<file path="config.mk">
export PLATFORM = sky130hd
export DESIGN_NAME = gpio_ports
export DESIGN_NICKNAME = d
export VERILOG_FILES = /design/src/inc/gpio_cfg_pkg.sv /design/src/gpio_ports.sv
export SDC_FILE = /design/constraint.sdc
export NUM_CORES = 1
export LEC_CHECK = 0
export BUFFER_PORTS_ARGS = -buffer_cell sky130_fd_sc_hd__buf_2
export CAP_MARGIN = 10
export CORE_ASPECT_RATIO = 0.9
export CORE_UTILIZATION = 61
export CTS_BUF_LIST = sky130_fd_sc_hd__clkbuf_16
export DETAILED_ROUTE_END_ITERATION = 7
export HOLD_SLACK_MARGIN = 0.06
export MAX_ROUTING_LAYER = met4
export PLACE_DENSITY = 0.95
export SLEW_MARGIN = 20
export SYNTH_ARGS = -nofsm -noshare
export SYNTH_HDL_FRONTEND = slang
export SYNTH_SLANG_ARGS = --single-unit
</file>
<file path="constraint.sdc">
create_clock -name clk_sys -period 4.64 [get_ports clk_sys]
set_clock_uncertainty 0.2 [all_clocks]
set_input_delay 1.392 -clock clk_sys [delete_from_list [all_inputs] [get_ports clk_sys]]
set_output_delay 1.392 -clock clk_sys [all_outputs]
set_load 0.02 [all_outputs]
</file>
<file path="src/inc/gpio_cfg_pkg.sv">
`default_nettype none
package gpio_cfg_pkg;
  // Register offsets (byte addresses on the plain register port)
  localparam logic [7:0] OFS_PA_LATCH = 8'h00;
  localparam logic [7:0] OFS_PA_DIR   = 8'h01;
  localparam logic [7:0] OFS_PA_CFG   = 8'h02;
  localparam logic [7:0] OFS_PB_LATCH = 8'h03;
  localparam logic [7:0] OFS_PB_DIR   = 8'h04;
  localparam logic [7:0] OFS_PC_LATCH = 8'h06;
  localparam logic [7:0] OFS_PC_DIR   = 8'h07;
  localparam logic [7:0] OFS_PC_CFG   = 8'h08;
  localparam logic [7:0] OFS_PD_LATCH = 8'h09;
  localparam logic [7:0] OFS_PD_DIR   = 8'h0A;
  localparam logic [7:0] OFS_PD_CFG   = 8'h0B;
  localparam logic [7:0] OFS_PE_LATCH = 8'h0C;
  localparam logic [7:0] OFS_PE_DIR   = 8'h0D;
  localparam logic [7:0] OFS_PE_CFG   = 8'h0E;
  localparam logic [7:0] OFS_PF_LATCH = 8'h0F;
  localparam logic [7:0] OFS_PF_DIR   = 8'h10;
  localparam logic [7:0] OFS_MISC     = 8'h40;
  localparam logic [7:0] REG_RESET    = 8'h00;
  // Miscellaneous register fields
  localparam int MISC_SENS_A_HI = 7;
  localparam int MISC_SENS_A_LO = 6;
  localparam int MISC_CLK_OUT   = 5;
  localparam int MISC_SENS_D_HI = 4;
  localparam int MISC_SENS_D_LO = 3;
  localparam int MISC_DIV_HI    = 2;
  localparam int MISC_DIV_LO    = 1;
  localparam int MISC_DIV_EN    = 0;
  // Port F: pins that can only pull low
  localparam logic [7:0] PF_TRUE_OD_MASK = 8'h73;
  // Sensitivity encodings
  localparam logic [1:0] SENS_FALL_LOW = 2'h0;
  localparam logic [1:0] SENS_RISE     = 2'h1;
  localparam logic [1:0] SENS_FALL     = 2'h2;
  localparam logic [1:0] SENS_BOTH     = 2'h3;
  // CPU clock divide ratios from the 48 MHz reference (half periods)
  localparam logic [7:0] HALF_SA_DEF  = 8'h08; // 3 MHz
  localparam logic [7:0] HALF_SA_00   = 8'h04; // 6 MHz
  localparam logic [7:0] HALF_SA_10   = 8'h10; // 1.5 MHz
  localparam logic [7:0] HALF_SA_01   = 8'h20; // 750 kHz
  localparam logic [7:0] HALF_SA_11   = 8'h40; // 375 kHz
  localparam logic [7:0] HALF_USB_DEF = 8'h04; // 6 MHz
  localparam logic [7:0] HALF_USB_00  = 8'h03; // 8 MHz
  localparam logic [7:0] HALF_USB_10  = 8'h0C; // 2 MHz
  localparam logic [7:0] HALF_USB_01  = 8'h18; // 1 MHz
  localparam logic [7:0] HALF_USB_11  = 8'h60; // 250 kHz

  typedef struct packed {
    logic [7:0] addr;
    logic [7:0] wdata;
    logic       wr;
    logic       rd;
  } reg_req_type;

  typedef struct packed {
    logic [7:0] dout;
    logic [7:0] oe_n;
  } pin_drive_type;
endpackage
`default_nettype wire

</file>
<file path="src/gpio_ports.sv">
// Chosen here: the plain strobed port.
`default_nettype none
module gpio_ports
  import gpio_cfg_pkg::*;
(
  // Clock and reset
  input  wire logic                       clk_sys,
  input  wire logic                       srst,
  // Register port
  input  wire gpio_cfg_pkg::reg_req_type  req,
  output var  logic [7:0]                 rdata,
  // CPU state
  input  wire logic                       irq_level_high_bit,
  input  wire logic                       irq_level_low_bit,
  input  wire logic                       usb_mode,
  input  wire logic                       clk_ref_tick,
  input  wire logic                       vec_fetch_a,
  input  wire logic                       vec_fetch_d,
  // Alternate function claim and drive, per pin of port B
  input  wire logic [7:0]                 alt_claim_b,
  input  wire logic [7:0]                 alt_out_b,
  // Pins, six ports of eight
  input  wire logic [47:0]                pin_in,
  output var  logic [47:0]                pin_out,
  output var  logic [47:0]                pin_oe_n,
  // Interrupts and clock
  output var  logic                       port_a_ext_irq,
  output var  logic                       port_d_ext_irq,
  output var  logic                       cpu_clock_out_enable,
  output var  logic                       cpu_clk_en
);
  import gpio_cfg_pkg::*;

  // ==========================================================
  // Registers
  logic [7:0] latch_ff [6];
  logic [7:0] dir_ff [6];
  logic [7:0] cfg_ff [6];
  logic [7:0] misc_ff;
  logic [47:0] pin_sync_ff;
  logic [7:0] in_sync_a1_ff, in_sync_a2_ff, in_sync_d1_ff, in_sync_d2_ff;
  logic grp_a_prev_ff, grp_d_prev_ff;
  logic [7:0] div_cnt_ff;
  logic       clk_phase_ff;
  logic       level3;
  assign level3 = irq_level_high_bit & irq_level_low_bit;

  // Port register writes; latch stored regardless of direction
  always_ff @(posedge clk_sys)
  begin
    if (srst)
    begin
      for (int p = 0; p < 6; p++)
      begin
        latch_ff[p] <= REG_RESET;
        dir_ff[p]   <= REG_RESET;
        cfg_ff[p]   <= REG_RESET;
      end
    end
    else if (req.wr)
    begin
      case (req.addr)
        OFS_PA_LATCH: latch_ff[0] <= req.wdata;
        OFS_PA_DIR:   dir_ff[0]   <= req.wdata;
        OFS_PA_CFG:   cfg_ff[0]   <= req.wdata;
        OFS_PB_LATCH: latch_ff[1] <= req.wdata;
        OFS_PB_DIR:   dir_ff[1]   <= req.wdata;
        OFS_PC_LATCH: latch_ff[2] <= req.wdata;
        OFS_PC_DIR:   dir_ff[2]   <= req.wdata;
        OFS_PC_CFG:   cfg_ff[2]   <= req.wdata;
        OFS_PD_LATCH: latch_ff[3] <= req.wdata;
        OFS_PD_DIR:   dir_ff[3]   <= req.wdata;
        OFS_PD_CFG:   cfg_ff[3]   <= req.wdata;
        OFS_PE_LATCH: latch_ff[4] <= req.wdata;
        OFS_PE_DIR:   dir_ff[4]   <= req.wdata;
        OFS_PE_CFG:   cfg_ff[4]   <= req.wdata;
        OFS_PF_LATCH: latch_ff[5] <= req.wdata;
        OFS_PF_DIR:   dir_ff[5]   <= req.wdata;
        default: ;
      endcase
    end
  end

  // Miscellaneous register; sensitivity fields guarded by level 3
  always_ff @(posedge clk_sys)
  begin
    if (srst)
      misc_ff <= REG_RESET;
    else if (req.wr && req.addr == OFS_MISC)
    begin
      misc_ff[MISC_CLK_OUT] <= req.wdata[MISC_CLK_OUT];
      misc_ff[MISC_DIV_HI:MISC_DIV_EN] <= req.wdata[MISC_DIV_HI:MISC_DIV_EN];
      if (level3)
      begin
        misc_ff[MISC_SENS_A_HI:MISC_SENS_A_LO] <=
          req.wdata[MISC_SENS_A_HI:MISC_SENS_A_LO];
        misc_ff[MISC_SENS_D_HI:MISC_SENS_D_LO] <=
          req.wdata[MISC_SENS_D_HI:MISC_SENS_D_LO];
      end
    end
  end

  // Sample pins once; reads see the pin, not the latch
  always_ff @(posedge clk_sys)
  begin
    if (srst)
      pin_sync_ff <= '0;
    else
      pin_sync_ff <= pin_in;
  end

  // Read data, one cycle after the strobe; unmapped reads give zero
  always_ff @(posedge clk_sys)
  begin
    if (srst)
      rdata <= REG_RESET;
    else if (req.rd)
    begin
      case (req.addr)
        OFS_PA_LATCH: rdata <= pin_sync_ff[7:0];
        OFS_PA_DIR:   rdata <= dir_ff[0];
        OFS_PA_CFG:   rdata <= cfg_ff[0];
        OFS_PB_LATCH: rdata <= pin_sync_ff[15:8];
        OFS_PB_DIR:   rdata <= dir_ff[1];
        OFS_PC_LATCH: rdata <= pin_sync_ff[23:16];
        OFS_PC_DIR:   rdata <= dir_ff[2];
        OFS_PC_CFG:   rdata <= cfg_ff[2];
        OFS_PD_LATCH: rdata <= pin_sync_ff[31:24];
        OFS_PD_DIR:   rdata <= dir_ff[3];
        OFS_PD_CFG:   rdata <= cfg_ff[3];
        OFS_PE_LATCH: rdata <= pin_sync_ff[39:32];
        OFS_PE_DIR:   rdata <= dir_ff[4];
        OFS_PE_CFG:   rdata <= cfg_ff[4];
        OFS_PF_LATCH: rdata <= pin_sync_ff[47:40];
        OFS_PF_DIR:   rdata <= dir_ff[5];
        OFS_MISC:     rdata <= misc_ff;
        default:      rdata <= REG_RESET;
      endcase
    end
    else
      rdata <= REG_RESET;
  end

  // ==========================================================
  // Pin drive; per-pin generate. Open-drain output drives low only.
  genvar gp, gb;
  generate
    for (gp = 0; gp < 6; gp++)
    begin : g_port
      for (gb = 0; gb < 8; gb++)
      begin : g_bit
        logic pp, drv_en, val;
        always_comb
        begin
          val = latch_ff[gp][gb];
          if (gp == 1)
            pp = 1'b1;
          else if (gp == 2)
            pp = 1'b1;
          else if (gp == 5)
            pp = ~PF_TRUE_OD_MASK[gb];
          else
            pp = cfg_ff[gp][gb];
          drv_en = dir_ff[gp][gb] & (pp | ~val);
          // Peripheral claim wins over port settings
          if (gp == 1 && alt_claim_b[gb])
          begin
            val = alt_out_b[gb];
            drv_en = 1'b1;
          end
        end
        always_ff @(posedge clk_sys)
        begin
          if (srst)
          begin
            pin_out[gp*8+gb]  <= 1'b0;
            pin_oe_n[gp*8+gb] <= 1'b1;
          end
          else
          begin
            pin_out[gp*8+gb]  <= val;
            pin_oe_n[gp*8+gb] <= ~drv_en;
          end
        end
      end
    end
  endgenerate

  // ==========================================================
  // Interrupt groups: two-stage synchronisers first
  always_ff @(posedge clk_sys)
  begin
    if (srst)
    begin
      in_sync_a1_ff <= 8'hFF;
      in_sync_a2_ff <= 8'hFF;
      in_sync_d1_ff <= 8'hFF;
      in_sync_d2_ff <= 8'hFF;
    end
    else
    begin
      in_sync_a1_ff <= pin_in[7:0];
      in_sync_a2_ff <= in_sync_a1_ff;
      in_sync_d1_ff <= pin_in[31:24];
      in_sync_d2_ff <= in_sync_d1_ff;
    end
  end
  // Enabled pins combine so a low one masks the rest
  logic grp_a, grp_d;
  assign grp_a = &(in_sync_a2_ff | ~(cfg_ff[0] & ~dir_ff[0]));
  assign grp_d = &(in_sync_d2_ff | ~(cfg_ff[3] & ~dir_ff[3]));

  function automatic logic hit(input logic [1:0] s, input logic cur,
                               input logic prv);
    begin
      case (s)
        SENS_FALL_LOW: hit = ~cur;
        SENS_RISE:     hit = cur & ~prv;
        SENS_FALL:     hit = ~cur & prv;
        SENS_BOTH:     hit = cur ^ prv;
        default:       hit = 1'b0;
      endcase
    end
  endfunction
  logic hit_a, hit_d;
  assign hit_a = hit(misc_ff[MISC_SENS_A_HI:MISC_SENS_A_LO], grp_a,
                     grp_a_prev_ff);
  assign hit_d = hit(misc_ff[MISC_SENS_D_HI:MISC_SENS_D_LO], grp_d,
                     grp_d_prev_ff);

  // Request latch: set wins over vector-fetch clear
  always_ff @(posedge clk_sys)
  begin
    if (srst)
    begin
      grp_a_prev_ff  <= 1'b1;
      grp_d_prev_ff  <= 1'b1;
      port_a_ext_irq <= 1'b0;
      port_d_ext_irq <= 1'b0;
    end
    else
    begin
      grp_a_prev_ff  <= grp_a;
      grp_d_prev_ff  <= grp_d;
      port_a_ext_irq <= hit_a | (port_a_ext_irq & ~vec_fetch_a);
      port_d_ext_irq <= hit_d | (port_d_ext_irq & ~vec_fetch_d);
    end
  end

  // ==========================================================
  // CPU clock prescaler from the 48 MHz reference tick
  logic [7:0] half;
  always_comb
  begin
    case ({usb_mode, misc_ff[MISC_DIV_EN], misc_ff[MISC_DIV_HI:MISC_DIV_LO]})
      4'h0, 4'h1, 4'h2, 4'h3: half = HALF_SA_DEF;
      4'h4: half = HALF_SA_00;
      4'h6: half = HALF_SA_10;
      4'h5: half = HALF_SA_01;
      4'h7: half = HALF_SA_11;
      4'h8, 4'h9, 4'hA, 4'hB: half = HALF_USB_DEF;
      4'hC: half = HALF_USB_00;
      4'hE: half = HALF_USB_10;
      4'hD: half = HALF_USB_01;
      4'hF: half = HALF_USB_11;
      default: half = HALF_SA_DEF;
    endcase
  end

  // Divider; cpu_clk_en pulses once per CPU clock period
  always_ff @(posedge clk_sys)
  begin
    if (srst)
    begin
      div_cnt_ff   <= 8'h00;
      clk_phase_ff <= 1'b0;
      cpu_clk_en   <= 1'b0;
    end
    else
    begin
      cpu_clk_en <= 1'b0;
      if (clk_ref_tick)
      begin
        if (div_cnt_ff + 8'h01 >= half)
        begin
          div_cnt_ff   <= 8'h00;
          clk_phase_ff <= ~clk_phase_ff;
          cpu_clk_en   <= clk_phase_ff;
        end
        else
          div_cnt_ff <= div_cnt_ff + 8'h01;
      end
    end
  end

  // Clock-out enable mirrors bit 5
  always_ff @(posedge clk_sys)
  begin
    if (srst)
      cpu_clock_out_enable <= 1'b0;
    else
      cpu_clock_out_enable <= misc_ff[MISC_CLK_OUT];
  end
endmodule
`default_nettype wire

</file>
* Word level (Yosys, flattened, before mapping)
Memory sizes are Yosys's and may differ from the RTL's. A register that Yosys moved wholly into a read port is not among the register bits. Cells that the tools add are included.
Storage, ports and cells: flip-flop bits (word level) 199, bits in latches 0, RAM bits 144, ROM bits 112, input bits 90, output and inout port bits 108, word-level logic and storage cells 419, memories kept 4
Memory list:
- (name not given) | words 16, width 7, rd ports 1, clocked after Yosys merged registers in 0, wr ports 0, RTL line gpio_ports.sv:255 | case ({usb_mode, misc_ff[MISC_DIV_EN], misc_ff[MISC_DIV_HI:MISC_DIV_LO]})
- cfg_ff | words 6, width 8, rd ports 4, clocked after Yosys merged registers in 0, wr ports 6, RTL line gpio_ports.sv:38 | logic [7:0] cfg_ff [6];
- dir_ff | words 6, width 8, rd ports 6, clocked after Yosys merged registers in 0, wr ports 6, RTL line gpio_ports.sv:37 | logic [7:0] dir_ff [6];
- latch_ff | words 6, width 8, rd ports 6, clocked after Yosys merged registers in 1, wr ports 6, RTL line gpio_ports.sv:36 | logic [7:0] latch_ff [6];
Operators by class: add/sub/neg operators 1, multipliers 0, div/mod/pow operators 0, $lt $le $gt $ge 1, eq/ne operators 22, shift-type cells 0, mux-type cells 102, bitwise operators 175, reduce and logical (&&, ||, !) cells 10
Operators by type and width (number):
- $mux 8 | 17
- $pmux 8 s17 | 1
- $not 1->1 | 87
- $mux 1 | 82
- $eq 8x4->1 const B | 8
- $or 1x1->1 | 42
- $and 1x1->1 | 36
- $not 8->8 | 4
- $eq 8x3->1 const B | 3
- $and 8x8->8 | 2
- $eq 8x2->1 const B | 2
- $or 8x8->8 | 2
- $reduce_and 8->1 | 2
- $add 8x1->8 const B | 1
- $eq 2x2->1 const B | 4
- $eq 8x1->1 const B | 1
- $eq 8x5->1 const B | 1
- $eq 8x7->1 const B | 1
- $ge 8x8->1 | 1
- $logic_not 8->1 | 1
- $pmux 1 s4 | 2
- $eq 2x1->1 const B | 2
- $logic_not 2->1 | 2
- $reduce_and 2->1 | 2
- other kinds (4) | 5

* Logic depth before layout (Yosys ltp)
Gate-level depths: netlist of run 1. An unclocked memory read counts as a cell.
depth after elaboration 10, depth in mapped cells 11, depth with buffers taken out 11

* Worst setup path before layout of run 1
OpenSTA, ideal clock, no wires.
path type input port to flip-flop, from in usb_mode, to reg div_cnt_ff[1], data arrival time 3.356 ns, data required time 4.380 ns, slack 1.025 ns, stages 9, path buffers 1, cell sequence clkbuf_1 > mux2_2 > nand2_1 > ha_1 > a21o_1 > a21oi_1 > nand3b_2 > a2111oi_4 > a22o_1
On the way: word-level cells in the longest chain between the ends 3
Ends and longest elaborated chain:
- from (decl) | RTL line gpio_ports.sv:15 | input wire logic usb_mode,
- $mem_v2 16x7
- $ge 8x8->1 | RTL line gpio_ports.sv:284 | if (div_cnt_ff + 8'h01 >= half)
- $mux 8 | RTL line gpio_ports.sv:284
- to (signal assigned) | RTL line gpio_ports.sv:291 | div_cnt_ff <= div_cnt_ff + 8'h01;
- to (decl) | RTL line gpio_ports.sv:43 | logic [7:0] div_cnt_ff;
No other way between the ends. A chain may end at the register's enable or synchronous reset.

* Final worst setup path of run 1
Ends and elaborated chain as after synthesis.

==> flow_summary.json, run 1 <==
{
  "layout-drive-gt1-share_pct": 24.4,
  "p_per_area_mw_per_mm2": 417,
  "cts.htree.levels": 2,
  "synth.top_cell.area_share_pct": 32.0,
  "crit_required_ns": 4.90,
  "drt-total-wl_microns": 35900,
  "max_freq_ghz": 0.304,
  "p_clk_share_pct": 41.1,
  "ys_ff_latch": 335,
  "ys_warn_count": 0,
  "worstSetupPathType": "input pin to flip-flop",
  "antenna_found_initial": 0,
  "cp-end-kind": "flip-flop",
  "synth_ff_type": "dfxtp_1",
  "die_h_microns": 140,
  "numCtsBuffers": 34,
  "synth_edf_count": 128,
  "syn_area_sq_mm": 0.0129,
  "std_cell_rows": 50,
  "yosysMostFrequentCell": "dfxtp_1",
  "synth_seq_area_share_pct": 61.7,
  "drt_first_pass_iters": 6,
  "fin_nets": 1420,
  "wire_per_inst_microns": 22.1,
  "ys_types": 63,
  "num_vias": 9601,
  "synth_common_cells": "dfxtp_1 (207), and2_1 (132), edfxtp_1 (128), nor2b_1 (100), nand2_1 (62)",
  "cp-start-kind": "input pin",
  "syn-num-nets": 1231,
  "min_period_ns": 3.29,
  "swShare_pct": 23.4,
  "final_cells": 1626,
  "overflow": 0,
  "grt_usage_pct": 33.7,
  "peakVddDrop_mv": 0.397,
  "synth_area_leaders": "dfxtp_1 (32%), edfxtp_1 (30%), and2_1 (6.4%), nor2b_1 (4.8%), nand2b_1 (1.9%)",
  "whs_endpoint": "in_sync_d2_ff[1]",
  "cts_setup_buffers": 0,
  "whs_path_depth": 1,
  "switchingPower_mw": 1.49,
  "slew_violations": 0,
  "holdWs_ns": 0.206,
  "syn_area_per_cell_sq_um": 11.5,
  "via_per_inst": 5.90,
  "drt_iter0_markers": 1077,
  "yosys.area.top_type": "dfxtp_1",
  "rr_worst_depth": 9,
  "tns_ns": 0,
  "cp.arrival_ns": 3.55,
  "comb_power_share_pct": 7.3,
  "place_inst": 1564,
  "synth_cells": 1125,
  "worstMarginPinSlew_ns": 1.19,
  "dp_hpwl_microns": 24400,
  "placed_area_sq_mm": 0.0142,
  "cts.reportedPaths.clkPinSlew_ns": 0.06,
  "grt_pass1_vias": 9216,
  "reg2reg_from": "div_cnt_ff[2]",
  "coreArea_sq_mm": 0.0208,
  "die-area_sq_mm": 0.0218,
  "setup_viol_count_final": 0,
  "hold_path.startpoint": "in_sync_d1_ff[1]",
  "die_x_microns": 156,
  "clk_latency_ns": 0.51,
  "clock-sinks": 335,
  "rsz0062_at_grt": "false",
  "max_cap_violations": 0,
  "grt_max_degree": 120,
  "start_util_pct": 62.1,
  "worstPathMaxFanout": 7,
  "hold_viol": 0,
  "p_int_mw": 4.86,
  "r2r_setup_slack_ns": 1.69,
  "p_leak_nw": 6.14,
  "area_growth_pct": 17.7,
  "final_area_sq_mm": 0.0152,
  "status": "finished clean",
  "cts-root-buf": "clkbuf_16",
  "relSlewSlack_pct": 19.4,
  "min_path_type": "flip-flop to flip-flop",
  "seq_power_share_pct": 51.7,
  "clockBufferDepth": 3,
  "io_pins": 198,
  "ctsHoldBuffers": 0,
  "ctsResizeCount": 0,
  "timing.final.crit_share_pct": 71.0,
  "grt_first_pass_wirelength_microns": 52900,
  "drtAntennaViolNets": 0,
  "r2r-end": "div_cnt_ff[1]",
  "drc_errors": 0,
  "synthArstFlopShare_pct": 0,
  "place.gp.congestion": 0.993,
  "io_buffers": 197,
  "cts_tree": "yes"
}
routing by layer:
| layer | vias up | global-route usage (%) | routed length (microns) |
|---|---|---|---|
| met2 | 669 | 53.2 | 16800 |
| met4 | 0 | 11.2 | 1190 |
| met3 | 116 | 7.33 | 4460 |
| met1 | 4561 | 43.2 | 13500 |
| li1 | 4255 | - | - |
| met5 | - | - | 0 |
sequential cells by signal, summed over array words and instances, names as in the netlist:
name,cells
in_sync_d2_ff,8
dir_ff,48
cpu_clk_en,1
latch_ff,48
pin_out,48
cpu_clock_out_enable,1
grp_a_prev_ff,1
port_a_ext_irq,1
pin_oe_n,48
pin_sync_ff,48
cfg_ff,32
in_sync_a1_ff,8
port_d_ext_irq,1
grp_d_prev_ff,1
misc_ff,8
rdata,8
in_sync_a2_ff,8
in_sync_d1_ff,8
clk_phase_ff,1
div_cnt_ff,8
power groups by stage:
stage	registers (mW)	clock network [mW]	logic [mW]
after CTS	3.28	2.61	0.455
after floorplan	3.36	0	0.213
after global placement	3.33	0	0.438
after detailed placement	3.34	0	0.449
final	3.28	2.61	0.462
after global routing	3.29	2.72	0.487
how the worst max path moves through the flow:
stage             start        endpoint  slack, ns  depth (start not counted)
4_1_cts         req[12]  latch_ff[2][3]       1.37                          4
3_5_place_dp   usb_mode   div_cnt_ff[6]       0.83                          9
5_1_grt         req[15]   cfg_ff[0][27]       1.23                          4
6_report       usb_mode   div_cnt_ff[1]       1.35                          9
2_1_floorplan  usb_mode   div_cnt_ff[1]       1.02                          9
3_3_place_gp    req[15]  latch_ff[2][0]       0.87                          4
cells in the final DEF, fill, tap and decap left out, types with 5 or more instances in the layout:
| cell type | instances |
|---|---|
| nor4_1 | 5 |
| ha_1 | 16 |
| o22ai_1 | 17 |
| a21oi_1 | 18 |
| or2_2 | 35 |
| nor3_1 | 5 |
| buf_4 | 19 |
| dfxtp_1 | 207 |
| nand2b_1 | 40 |
| mux2i_1 | 23 |
| nand4_1 | 5 |
| a22o_1 | 13 |
| o21ai_0 | 12 |
| and3_1 | 8 |
| nand3b_1 | 24 |
| o21bai_1 | 16 |
| clkinv_2 | 6 |
| clkinv_1 | 5 |
| buf_2 | 196 |
| mux2_2 | 10 |
| a31oi_1 | 10 |
| inv_1 | 24 |
| a22oi_1 | 20 |
| nand2_1 | 62 |
| nand3_1 | 18 |
| nor2b_1 | 100 |
| edfxtp_1 | 128 |
| and2_1 | 132 |
| clkbuf_16 | 37 |
| a31o_2 | 9 |
| nor2_1 | 61 |
logic make-up (layout without fill, tap and decap cells):
group / count (synthesis) / count (layout) / share of synthesized area, %
muxes: 36 / 36 / 3.08
DFF: 335 / 335 / 61.7
adders and majority gates: 16 / 16 / 1.55
and+or+nand+nor: 504 / 504 / 22.3
AOI/OAI and AO/OA: 151 / 151 / 8.55
other: 0 / 1 / 0
xor gates and xnor gates: 5 / 5 / 0.338
buffers and inverters: 78 / 292 / 2.49
worst max-delay path: stages:
cell	delay, ns
buf_2	0.15
mux2_2	0.35
nand2_1	0.08
ha_1	0.25
a21o_1	0.19
a21oi_1	0.18
nand3b_2	0.17
a2111oi_4	0.57
a22o_1	0.22
area by class of cell:
cell class                 count  area, sq um
timing repair buffer         216         1130
antenna                        1         2.50
multi-input combinational    712         4640
inverter                      15         56.3
fill                        1394         5600
tap                          286          358
clock buffer                  37          926
clock inverter                24          136
sequential                   335         7990
per-stage QoR:
step,utilization (%),worst slack [ns],power (mW)
6_report,73.1,1.35,6.35
2_1_floorplan,-,1.02,3.57
4_1_cts,73.1,1.37,6.34
3_5_place_dp,68.0,0.831,3.79
5_1_grt,73.1,1.23,6.50
3_3_place_gp,68.0,0.871,3.77
Power figures use the tool's default switching activity.
==> run 2: changes to the inputs <==
--- a/config.mk
+++ b/config.mk
@@ -8,12 +8,12 @@
 export BUFFER_PORTS_ARGS = -buffer_cell sky130_fd_sc_hd__buf_2
 export CAP_MARGIN = 10
 export CORE_ASPECT_RATIO = 0.9
-export CORE_UTILIZATION = 61
+export CORE_UTILIZATION = 51
 export CTS_BUF_LIST = sky130_fd_sc_hd__clkbuf_16
 export DETAILED_ROUTE_END_ITERATION = 7
 export HOLD_SLACK_MARGIN = 0.06
 export MAX_ROUTING_LAYER = met4
-export PLACE_DENSITY = 0.95
+export PLACE_DENSITY = 0.87
 export SLEW_MARGIN = 20
 export SYNTH_ARGS = -nofsm -noshare
 export SYNTH_HDL_FRONTEND = slang
==> constraint.sdc (replaced) <==
create_clock -name clk_sys -period 2.8 [get_ports clk_sys]
set_clock_uncertainty 0.2 [all_clocks]
set_input_delay 0.84 -clock clk_sys [delete_from_list [all_inputs] [get_ports clk_sys]]
set_output_delay 0.84 -clock clk_sys [all_outputs]
set_load 0.02 [all_outputs]
==> flow_summary.json, run 2 (synthesis gave the netlist of run 1 again) <==
{
  "worstPathMaxFanout": 7,
  "grt_usage_pct": 28.8,
  "area_growth_pct": 21.7,
  "cts_tree": "yes",
  "worstMarginPinSlew_ns": 0.536,
  "cts.htree.levels": 1,
  "fillers": 1910,
  "drt_iter0_markers": 838,
  "clockBufferDepth": 3,
  "clock-sinks": 335,
  "io_pins": 198,
  "wl_met3_microns": 3690,
  "cp_slowest_cell": "a2111oi_4",
  "wire_per_inst_microns": 21.1,
  "tns_ns": 0,
  "layout_common_cells": "dfxtp_1 (205), buf_2 (196), and2_1 (132)",
  "setup_ws_ns": 0.133,
  "drc_errors": 0,
  "fin_nets": 1471,
  "comb_power_share_pct": 7.6,
  "timing.final.crit_share_pct": 95.3,
  "crit_family": "compound AO/OA/AOI/OAI gates",
  "max_cap_violations": 0,
  "die_h_microns": 153,
  "switchingPower_mw": 2.53,
  "place.gp.congestion": 0.968,
  "max_freq_ghz": 0.375,
  "ctsHoldBuffers": 0,
  "cp_slowest_stage_delay_ns": 0.34,
  "crit_required_ns": 3.12,
  "cp.arrival_ns": 2.99,
  "setup_viol_count_final": 0,
  "final_area_sq_mm": 0.0158,
  "via_per_inst": 5.54,
  "hold_viol": 0,
  "dp_hpwl_microns": 25600,
  "grt_first_pass_wirelength_microns": 54600,
  "drtAntennaViolNets": 0,
  "numCtsBuffers": 31,
  "die-area_sq_mm": 0.0260,
  "cts_setup_buffers": 0,
  "cp-end-kind": "flip-flop",
  "grt_max_degree": 115,
  "worstSetupPathType": "flip-flop to flip-flop",
  "wl_met1_microns": 14800,
  "start_util_pct": 52.6,
  "p_clk_share_pct": 41.0,
  "total_power_mw": 10.6,
  "grt_pass1_vias": 9550,
  "placed_area_sq_mm": 0.0147,
  "place_inst": 1668,
  "p_per_area_mw_per_mm2": 671,
  "cp-start-kind": "flip-flop",
  "drt_first_pass_iters": 5,
  "holdWs_ns": 0.207,
  "overflow": 0,
  "cts-root-buf": "clkbuf_16",
  "pre_cts_ws_ns": -0.152,
  "relSlewSlack_pct": 64.1,
  "path_buf_inv": 3,
  "layout_commonest_cell": "dfxtp_1",
  "min_path_type": "flip-flop to flip-flop",
  "io_buffers": 197,
  "swShare_pct": 24.0,
  "p_leak_nw": 6.40,
  "final_cells": 1727,
  "min_period_ns": 2.67,
  "fin_util_pct": 64.0,
  "drt-total-wl_microns": 36400,
  "status": "finished clean",
  "die_x_microns": 170,
  "clk_latency_ns": 0.58,
  "antenna_found_initial": 1,
  "highest_layer": "met4",
  "coreArea_sq_mm": 0.0246,
  "peakVddDrop_mv": 0.579,
  "std_cell_rows": 54,
  "wl_met2_microns": 16600,
  "slew_violations": 0,
  "layout-drive-gt1-share_pct": 27.8,
  "seq_power_share_pct": 51.4,
  "cts.reportedPaths.clkPinSlew_ns": 0.07,
  "num_vias": 9564,
  "p_int_mw": 8.03,
  "ctsResizeCount": 0,
  "crit_chain": "inv_1, ha_1, and2_1, nand2_1, inv_1, ha_1, nand2b_1, a21o_1, a31o_4, a2111oi_4, buf_4, a22o_1"
}
run 2: changes by cell type in the layout (fill, tap and decap cells not counted), moves of 3 or more:
cell / previous run / this run
buf_12: 0 / 3
clkbuf_16: 37 / 33
buf_4: 19 / 70
inv_2: 0 / 3
inv_1: 24 / 20
run 2: power groups by stage:
stage	registers [mW]	clock network, mW	logic [mW]
2_1_floorplan	5.56	0	0.354
3_3_place_gp	5.52	0	0.769
3_5_place_dp	5.53	0	0.786
4_1_cts	5.42	4.36	0.794
5_1_grt	5.44	4.54	0.859
6_report	5.43	4.34	0.804
run 2: path summary, 6_finish.rpt:
kind | startpoint | to | slack, ns | depth (start not counted)
max | misc_ff[2] | div_cnt_ff[1] | 0.13 | 12
min | in_sync_d1_ff[5] | in_sync_d2_ff[5] | 0.21 | 1
max reg2reg | misc_ff[2] | div_cnt_ff[1] | 0.13 | 12
min reg2reg | in_sync_d1_ff[5] | in_sync_d2_ff[5] | 0.21 | 1
run 2: per-layer routing:
| layer | vias up | track usage (%) |
|---|---|---|
| met5 | - | - |
| met2 | 519 | 44.2 |
| met3 | 90 | 6.94 |
| li1 | 4370 | - |
| met1 | 4585 | 36.9 |
| met4 | 0 | 11.2 |
run 2: layout make-up:
cell class,instances,area (sq um),share of cell area (%)
Antenna cell,1,2.50,0.0159
Multi-Input combinational cell,712,4660,29.6
Inverter,15,56.3,0.357
Tap cell,336,420,2.67
Clock inverter,25,221,1.41
Timing Repair Buffer,270,1580,10.0
Clock buffer,33,826,5.24
Sequential cell,335,7990,50.7
